$ cat src/mcr_notes_end.sv
`default_nettype none
`default_nettype wire

$ cat src/mcr_pkg.sv
// shared constants of the metering configuration register bank
// assumes a word-addressed register port with printed offsets as addresses
`default_nettype none
package mcr_pkg;
    // ************************************************
    // register port
    // ************************************************
    localparam int              ADDR_W        = 12;
    localparam int              DATA_W        = 32;
    localparam logic [11:0]     OFS_CROSSBAR  = 12'h0424;
    localparam logic [11:0]     OFS_PULSE_CFG = 12'h0425;
    localparam logic [11:0]     OFS_PART_IDENTITY   = 12'h0472;
    localparam logic [11:0]     OFS_TRIM      = 12'h0474;
    localparam logic [11:0]     OFS_GENERAL_CONFIG_ONE   = 12'h0481;

    // ************************************************
    // channel source crossbar
    // ************************************************
    localparam int              CH_NUM        = 7;
    localparam int              SEL_W         = 3;
    localparam int              XBAR_W        = 21;
    localparam int              SAMPLE_W      = 24;
    localparam logic [2:0]      SEL_OWN       = 3'h7;
    localparam logic [20:0]     XBAR_RESET    = 21'h1F_FFFF;

    // ************************************************
    // pulse width configuration
    // ************************************************
    localparam int              PULSE_NUM     = 4;
    localparam int              LONG_EN_LSB   = 19;
    localparam int              WIDTH_W       = 19;
    localparam int              PCFG_W        = 23;
    localparam logic [22:0]     PCFG_RESET    = 23'h00_0000;

    // ************************************************
    // identity, trim, config one
    // ************************************************
    localparam int              PART_IDENTITY_POS   = 20;
    localparam int              TRIM_OFS_LSB  = 16;
    localparam logic [31:0]     TRIM_RESET    = 32'h0000_0000;
    localparam int              EXTERNAL_REFERENCE_SELECT_POS   = 15;
    localparam logic            EXTERNAL_REFERENCE_SELECT_RESET = 1'b0;

    // ************************************************
    // timing
    // ************************************************
    localparam int              CLK_PERIOD_NS   = 10;
    localparam int              TICK_NS         = 1000;
    localparam int              TICK_CYCLES     = TICK_NS / CLK_PERIOD_NS;
    localparam int              PULSE_FIXED_MS  = 80;
    localparam int              PULSE_FIXED_TICKS = PULSE_FIXED_MS * 1000000 / TICK_NS;
    localparam int              FREQ_LIMIT_MHZ  = 6250;
    localparam longint          PERIOD_LIMIT_TICKS = 64'd1000000000000 / FREQ_LIMIT_MHZ / TICK_NS;
    localparam int              CNT_W           = 18;

    typedef enum logic [0:0] {
        MCR_ST_IDLE   = 1'b0,
        MCR_ST_ACTIVE = 1'b1
    } mcr_pulse_state_t;
endpackage
`default_nettype wire

$ cat src/mcr_pulse_shaper.sv
// active-low width shaper for one energy pulse output
// assumes fire is a one-cycle request and tick a one-cycle timebase enable
`default_nettype none
module mcr_pulse_shaper
    import mcr_pkg::*;
#(
    parameter logic [17:0] FIXED_TICKS = 18'(PULSE_FIXED_TICKS),
    parameter logic [17:0] LIMIT_TICKS = 18'(PERIOD_LIMIT_TICKS)
) (
    input  wire logic               mclk,
    input  wire logic               srst,
    input  wire logic               tick,
    input  wire logic               fire,
    input  wire logic               long_en,
    input  wire logic [WIDTH_W-1:0] long_width,
    output logic                    pulse_n
);
    mcr_pulse_state_t   state_r,     state_nxt;
    logic [WIDTH_W-1:0] remaining_r, remaining_nxt;
    logic [CNT_W-1:0]   period_r,    period_nxt;
    logic               pulse_n_nxt;
    logic [WIDTH_W-1:0] width_sel;

    // ************************************************
    // width selection and countdown
    // ************************************************
    always_comb begin
        if (long_en) begin
            width_sel = long_width;
        end else if (period_r >= LIMIT_TICKS) begin
            width_sel = {1'b0, FIXED_TICKS};
        end else begin
            // faster pulses get half the last period so they never merge
            width_sel = {2'b00, period_r[CNT_W-1:1]};
        end
        period_nxt    = period_r;
        state_nxt     = state_r;
        remaining_nxt = remaining_r;
        if (fire) begin
            period_nxt = '0;
        end else if (tick && period_r < LIMIT_TICKS) begin
            period_nxt = period_r + 18'h0_0001;
        end
        if (fire) begin
            remaining_nxt = width_sel;
            state_nxt     = (width_sel != '0) ? MCR_ST_ACTIVE : MCR_ST_IDLE;
        end else if (state_r == MCR_ST_ACTIVE && tick) begin
            remaining_nxt = remaining_r - 19'h0_0001;
            if (remaining_r == 19'h0_0001) begin
                state_nxt = MCR_ST_IDLE;
            end
        end
        pulse_n_nxt = (state_nxt != MCR_ST_ACTIVE);
    end

    always_ff @(posedge mclk) begin
        if (srst) begin
            state_r     <= MCR_ST_IDLE;
            remaining_r <= '0;
            period_r    <= LIMIT_TICKS;
            pulse_n     <= 1'b1;
        end else begin
            state_r     <= state_nxt;
            remaining_r <= remaining_nxt;
            period_r    <= period_nxt;
            pulse_n     <= pulse_n_nxt;
        end
    end
endmodule
`default_nettype wire

$ cat src/mcr_top.sv
// metering configuration register bank: crossbar, pulse widths, id, trim, reference
// assumes word-addressed register port driven synchronously to mclk
`default_nettype none
// Summary of operation
// - each channel select is 3 bits, resets to 111, 111 means own converter
// - selects sit at fixed 3-bit fields from phase A current up to phase C voltage
// - select 000..110 routes that converter index into the channel
// - four long enable bits at 22..19 pick the shared programmable width
// - with long enable clear and slow pulses, output is low for 80 ms
// - a 19-bit width value resetting to zero sets the long pulse width
// - part identity register shows one read-only bit at position 20
// - writable trim word: offset in upper half, gain in lower half
module mcr_top
    import mcr_pkg::*;
#(
    parameter logic        PART_IDENTITY_VALUE = 1'b0, // arbitrary value
    parameter logic [17:0] FIXED_TICKS   = 18'(PULSE_FIXED_TICKS),
    parameter logic [17:0] LIMIT_TICKS   = 18'(PERIOD_LIMIT_TICKS)
) (
    input  wire logic                             mclk,
    input  wire logic                             srst,
    input  wire logic [ADDR_W-1:0]                reg_addr,
    input  wire logic                             reg_wr,
    input  wire logic                             reg_rd,
    input  wire logic [DATA_W-1:0]                reg_wdata,
    output logic      [DATA_W-1:0]                reg_rdata,
    output logic                                  reg_rvalid,
    input  wire logic [CH_NUM-1:0][SAMPLE_W-1:0]  adc_data,
    input  wire logic                             adc_valid,
    output logic      [CH_NUM-1:0][SAMPLE_W-1:0]  chan_data,
    output logic                                  chan_valid,
    input  wire logic [PULSE_NUM-1:0]             pulse_fire,
    output logic      [PULSE_NUM-1:0]             energy_pulse_out_n,
    output logic                                  external_reference_select,
    output logic      [15:0]                      temp_offset,
    output logic      [15:0]                      temp_gain
);
    logic [XBAR_W-1:0]  xbar_r,  xbar_nxt;
    logic [PCFG_W-1:0]  pcfg_r,  pcfg_nxt;
    logic [DATA_W-1:0]  trim_r,  trim_nxt;
    logic               extref_r, extref_nxt;
    logic [DATA_W-1:0]  rdata_nxt;
    logic [CH_NUM-1:0][SAMPLE_W-1:0] chan_nxt;
    logic [6:0]         tick_cnt_r, tick_cnt_nxt;
    logic               tick;

    function automatic logic [2:0] src_index(input logic [2:0] sel, input int ch);
        return (sel == SEL_OWN) ? 3'(ch) : sel;
    endfunction

    // ************************************************
    // register writes and reads
    // ************************************************
    always_comb begin
        xbar_nxt   = xbar_r;
        pcfg_nxt   = pcfg_r;
        trim_nxt   = trim_r;
        extref_nxt = extref_r;
        rdata_nxt  = '0;
        if (reg_wr) begin
            unique case (reg_addr)
                OFS_CROSSBAR:  xbar_nxt   = reg_wdata[XBAR_W-1:0];
                OFS_PULSE_CFG: pcfg_nxt   = reg_wdata[PCFG_W-1:0];
                OFS_TRIM:      trim_nxt   = reg_wdata;
                // reference select, other config bits not held
                OFS_GENERAL_CONFIG_ONE:   extref_nxt = reg_wdata[EXTERNAL_REFERENCE_SELECT_POS];
                default:       ;
            endcase
        end
        if (reg_rd) begin
            // reserved bits and unmapped words read zero
            unique case (reg_addr)
                OFS_CROSSBAR:  rdata_nxt = {{(DATA_W-XBAR_W){1'b0}}, xbar_r};
                OFS_PULSE_CFG: rdata_nxt = {{(DATA_W-PCFG_W){1'b0}}, pcfg_r};
                OFS_PART_IDENTITY:   rdata_nxt = 32'(PART_IDENTITY_VALUE) << PART_IDENTITY_POS;
                OFS_TRIM:      rdata_nxt = trim_r;
                OFS_GENERAL_CONFIG_ONE:   rdata_nxt = 32'(extref_r) << EXTERNAL_REFERENCE_SELECT_POS;
                default:       rdata_nxt = '0;
            endcase
        end
    end

    always_ff @(posedge mclk) begin
        if (srst) begin
            xbar_r     <= XBAR_RESET;
            pcfg_r     <= PCFG_RESET;
            trim_r     <= TRIM_RESET;
            extref_r   <= EXTERNAL_REFERENCE_SELECT_RESET;
            reg_rdata  <= '0;
            reg_rvalid <= 1'b0;
        end else begin
            xbar_r     <= xbar_nxt;
            pcfg_r     <= pcfg_nxt;
            trim_r     <= trim_nxt;
            extref_r   <= extref_nxt;
            reg_rdata  <= rdata_nxt;
            reg_rvalid <= reg_rd;
        end
    end

    // ************************************************
    // channel crossbar
    // ************************************************
    // per-channel source mux
    for (genvar ch = 0; ch < CH_NUM; ch++) begin : g_xbar
        always_comb begin
            chan_nxt[ch] = adc_data[src_index(xbar_r[ch*SEL_W +: SEL_W], ch)];
        end
    end

    always_ff @(posedge mclk) begin
        if (srst) begin
            chan_data  <= '0;
            chan_valid <= 1'b0;
        end else begin
            chan_data  <= adc_valid ? chan_nxt : chan_data;
            chan_valid <= adc_valid;
        end
    end

    // ************************************************
    // microsecond timebase and pulse outputs
    // ************************************************
    always_comb begin
        tick         = (tick_cnt_r == 7'(TICK_CYCLES - 1));
        tick_cnt_nxt = tick ? 7'h00 : tick_cnt_r + 7'h01;
    end

    always_ff @(posedge mclk) begin
        if (srst) begin
            tick_cnt_r <= '0;
        end else begin
            tick_cnt_r <= tick_cnt_nxt;
        end
    end

    // one shaper per output with its own enable
    for (genvar p = 0; p < PULSE_NUM; p++) begin : g_pulse
        mcr_pulse_shaper #(
            .FIXED_TICKS (FIXED_TICKS),
            .LIMIT_TICKS (LIMIT_TICKS)
        ) u_shaper (
            .mclk       (mclk),
            .srst       (srst),
            .tick       (tick),
            .fire       (pulse_fire[p]),
            .long_en    (pcfg_r[LONG_EN_LSB + p]),
            .long_width (pcfg_r[WIDTH_W-1:0]),
            .pulse_n    (energy_pulse_out_n[p])
        );
    end

    always_ff @(posedge mclk) begin
        if (srst) begin
            external_reference_select <= EXTERNAL_REFERENCE_SELECT_RESET;
            temp_offset               <= '0;
            temp_gain                 <= '0;
        end else begin
            external_reference_select <= extref_nxt;
            temp_offset               <= trim_nxt[DATA_W-1:TRIM_OFS_LSB];
            temp_gain                 <= trim_nxt[TRIM_OFS_LSB-1:0];
        end
    end
endmodule
`default_nettype wire

$ cat config.mk
export PLATFORM = sky130hd
export DESIGN_NAME = mcr_top
export DESIGN_NICKNAME = d
export VERILOG_FILES = /design/src/mcr_notes_end.sv /design/src/mcr_pkg.sv /design/src/mcr_pulse_shaper.sv /design/src/mcr_top.sv
export SDC_FILE = /design/constraint.sdc
export NUM_CORES = 2
export LEC_CHECK = 0
export BUFFER_PORTS_ARGS = -buffer_cell sky130_fd_sc_hd__buf_2
export CELL_PAD_IN_SITES_DETAIL_PLACEMENT = 2
export CELL_PAD_IN_SITES_GLOBAL_PLACEMENT = 2
export CORE_ASPECT_RATIO = 0.8
export CORE_UTILIZATION = 37
export DETAILED_ROUTE_END_ITERATION = 16
export PLACE_DENSITY_LB_ADDON = 0.1
export SYNTH_ARGS = -nofsm -noshare
export SYNTH_HDL_FRONTEND = slang
export SYNTH_SLANG_ARGS = --single-unit
export TNS_END_PERCENT = 50
$ cat constraint.sdc
create_clock -name mclk -period 3.75 [get_ports mclk]
set_clock_uncertainty 0.2 [all_clocks]
set_input_delay 0.375 -clock mclk [delete_from_list [all_inputs] [get_ports mclk]]
set_output_delay 0.375 -clock mclk [all_outputs]
set_load 0.05 [all_outputs]
==> summary.txt <==
Setup TNS: 0 ns
Most used DFF post-synth: dfxtp_1
Largest net degree at the start of global routing: 164
Run status: completed
Setup bufs post-CTS: 0
CP Launch Type: flip-flop
Core footprint: 77700 um^2
Mapped Cells: 3427
Critical Path AT: 3.46 ns
CTS tree: yes
CTS Buf Count: 50
Fill count: 8691
Pre-antenna DRT Iters: 9
Layout area overhead: 19.2%
Vias: 32284
Crit path max-delay family: compound AO/OA/AOI/OAI gates
Synth top area share: 30.3%
Synth Cell Area: 29200 um^2
NumNets Final: 3996
Placed Area: 32600 um^2
Final Setup Violations: 0
R2r setup slk: 0.67 ns
Hold_buf cts: 41
Antenna viol nets, final: 0
Placed Cells incl. Taps: 4688
Final wirelength: 162 mm
Final Non-Filler Cells: 4864
Hold_ws: 0.0261 ns
Largest stage delay, worst path: 1.11 ns
Overall die height: 253 um
Clk pin slew, worst setup/hold paths: 0.08 ns
Sequential element share of the synthesized area: 30.3%
RSZ-0062 raised after global routing: no
Required @ worst endpoint: 4.13 ns
Ys Warns: 0
Switching Share: 31.9%
Slew @ Worst Pin: 1.23 ns
Top post-synthesis cells by area: dfxtp_1 30%, mux2i_1 11%, mux4_2 5.5%, mux2_2 4.5%, nand2_1 4.2%
Worst setup EP type: flip-flop
First-pass GRT wire length: 233 mm
Final Instance Area: 34800 um^2
Leading post-synthesis cells by instance count: 442 x dfxtp_1, 327 x nand2_1, 326 x mux2i_1, 265 x clkbuf_1, 258 x nor2_1
Max cap viols: 0
Number of synthesized flops with an enable pin: 0
DR DRC count: 0
Hold Crit Class: input port to flip-flop
Pwr Total: 12600 uW
Most frequent CP cell: nor2_1
Initial antenna violation count: 57
Slew Limit Fails: 0
Vias in the first global route: 32683
GRT Resource Usage Total: 39.3%
Final min period: 3.08 ns
Count leader, synth: dfxtp_1
Async SR Flop Fraction: 0%
DP HPWL: 119 mm
Vias per cell: 6.64
CP cell instances: nor2_1 > a222oi_1 > mux2i_1 > nor2_1
Sequential fraction of design power: 40.1%
NetSw: 4010 uW
Count of cell types in the netlist: 89
Die width: 316 um
Clock buffer depth: 3
Combinational share of power: 17.7%
# resized after CTS: 0
Worst rel slew slack: 17.9%
Yosys reg bits: 442
Layout cells sized above 1: 24.4%
Clock Root Buffer: clkbuf_16
Fin. Hold Viols: 0
Maximum clock rate: 324 MHz
Int Pwr: 8560 uW
Slowest cell on crit path: a222oi_1
Avg WL per Cell: 33.4 um
Die area: 80100 um^2
Ports: 460
Port Buffers: 459
H-tree levels: 2
Crit Path Class: flip-flop to flip-flop
FP Rows: 91
RD Place Congestion: 0.984
Clock power frac: 42.2%
CP Max Fanout: 27
Initial core utilization: 37.6%
Area of the multi-input gates: 18900 um^2
Leak: 0.0152 uW
Register area: 8890 um^2
CTS sink count: 442
Power Density: 361 nW/um^2
DR iter-0 viols: 3981
Clock latency on the worst-skew pair: 0.65 ns
Avg Synthesized Cell Area: 8.53 um^2
Gr ovfl total: 0
Synthesized net count: 3665
Peak VDD IR: 313 uV
Worst Path Buf+Inv: 0
Area leader, netlist: dfxtp_1
Final Cycle Share: 82.2%
==> flip-flops by register name, indices dropped and copies added (netlist names) <==
signal                        flops
g_pulse.u_shaper.period_r        72
g_pulse.u_shaper.state_r          4
tick_cnt_r                        7
external_reference_select         1
reg_rdata                        32
trim_r                           32
g_pulse.u_shaper.remaining_r     76
pcfg_r                           23
xbar_r                           21
g_pulse.u_shaper.pulse_n          4
chan_data                       168
chan_valid                        1
reg_rvalid                        1
==> cells in the final DEF (no fill, tap or decap), types with 56 or more instances in the layout <==
master / instances
mux4_2: 72
nor2_1: 258
xnor2_1: 73
o21ai_0: 164
mux2_2: 117
mux2i_1: 326
a221oi_1: 65
nand2_1: 327
o22ai_1: 120
buf_4: 104
nor3_1: 57
dfxtp_1: 422
nand3_1: 81
a21oi_1: 165
a211oi_1: 158
buf_2: 457
nor2b_1: 56
==> worst register-to-register path, stage by stage, from the launching register on <==
cell and delay [ns]:
dfxtp_2 0.91, nor2_1 0.48, a222oi_1 1.11, mux2i_1 0.19, nor2_1 0.12
==> power groups by stage <==
stage          clock (uW)  sequential [uW]  combinational (uW)
3_3_place_gp            0             5120                2030
4_1_cts              5370             5040                2160
6_report             5300             5040                2230
5_1_grt              5540             5060                2310
3_5_place_dp            0             5140                2110
2_1_floorplan           0             5510                 831
==> worst paths after layout <==
kind	from	to	cells past startpoint
setup / recovery	xbar_r[5]	chan_data[44]	4
hold / removal	adc_valid	chan_data[60]	3
setup reg to reg	xbar_r[5]	chan_data[44]	4
hold reg to reg	chan_data[33]	chan_data[33]	2
==> cells by family (layout without fill, tap and decap cells) <==
family / Yosys count / after routing / synth area share [%]
flip-flops: 442 / 442 / 30.3
adder cells (fa/ha/maj): 17 / 17 / 0.728
multiplexers: 515 / 515 / 21.2
AO/OA/AOI/OAI: 944 / 944 / 22.3
other: 0 / 43 / 0
buffers and inverters: 377 / 748 / 5.00
AND/OR/NAND/NOR: 1029 / 1029 / 17.4
XOR/XNOR: 103 / 103 / 3.09
==> layout make-up <==
class | count | share of cell area (%)
antenna | 43 | 0.309
clock buffer | 67 | 4.12
clock inverter | 25 | 0.855
inverter | 40 | 0.431
multi-input combinational | 2608 | 54.3
sequential | 442 | 25.5
tap | 1023 | 3.67
timing repair buffer | 616 | 10.8
==> per-layer routing <==
metal	up-vias	wire length, um	track usage, %
met5	-	138	0
met4	22	4340	11.6
met3	287	19700	13.3
met2	1759	65500	54.2
met1	16566	72800	56.7
li1	13650	-	-
==> stage by stage <==
stage	util, %	setup WS (ns)
3_5_place_dp	42.0	0.334
2_1_floorplan	-	1.35
5_1_grt	44.9	0.630
3_3_place_gp	42.0	0.539
6_report	44.9	0.667
4_1_cts	44.7	0.690
Note: power is estimated with default switching activity, not from simulation.
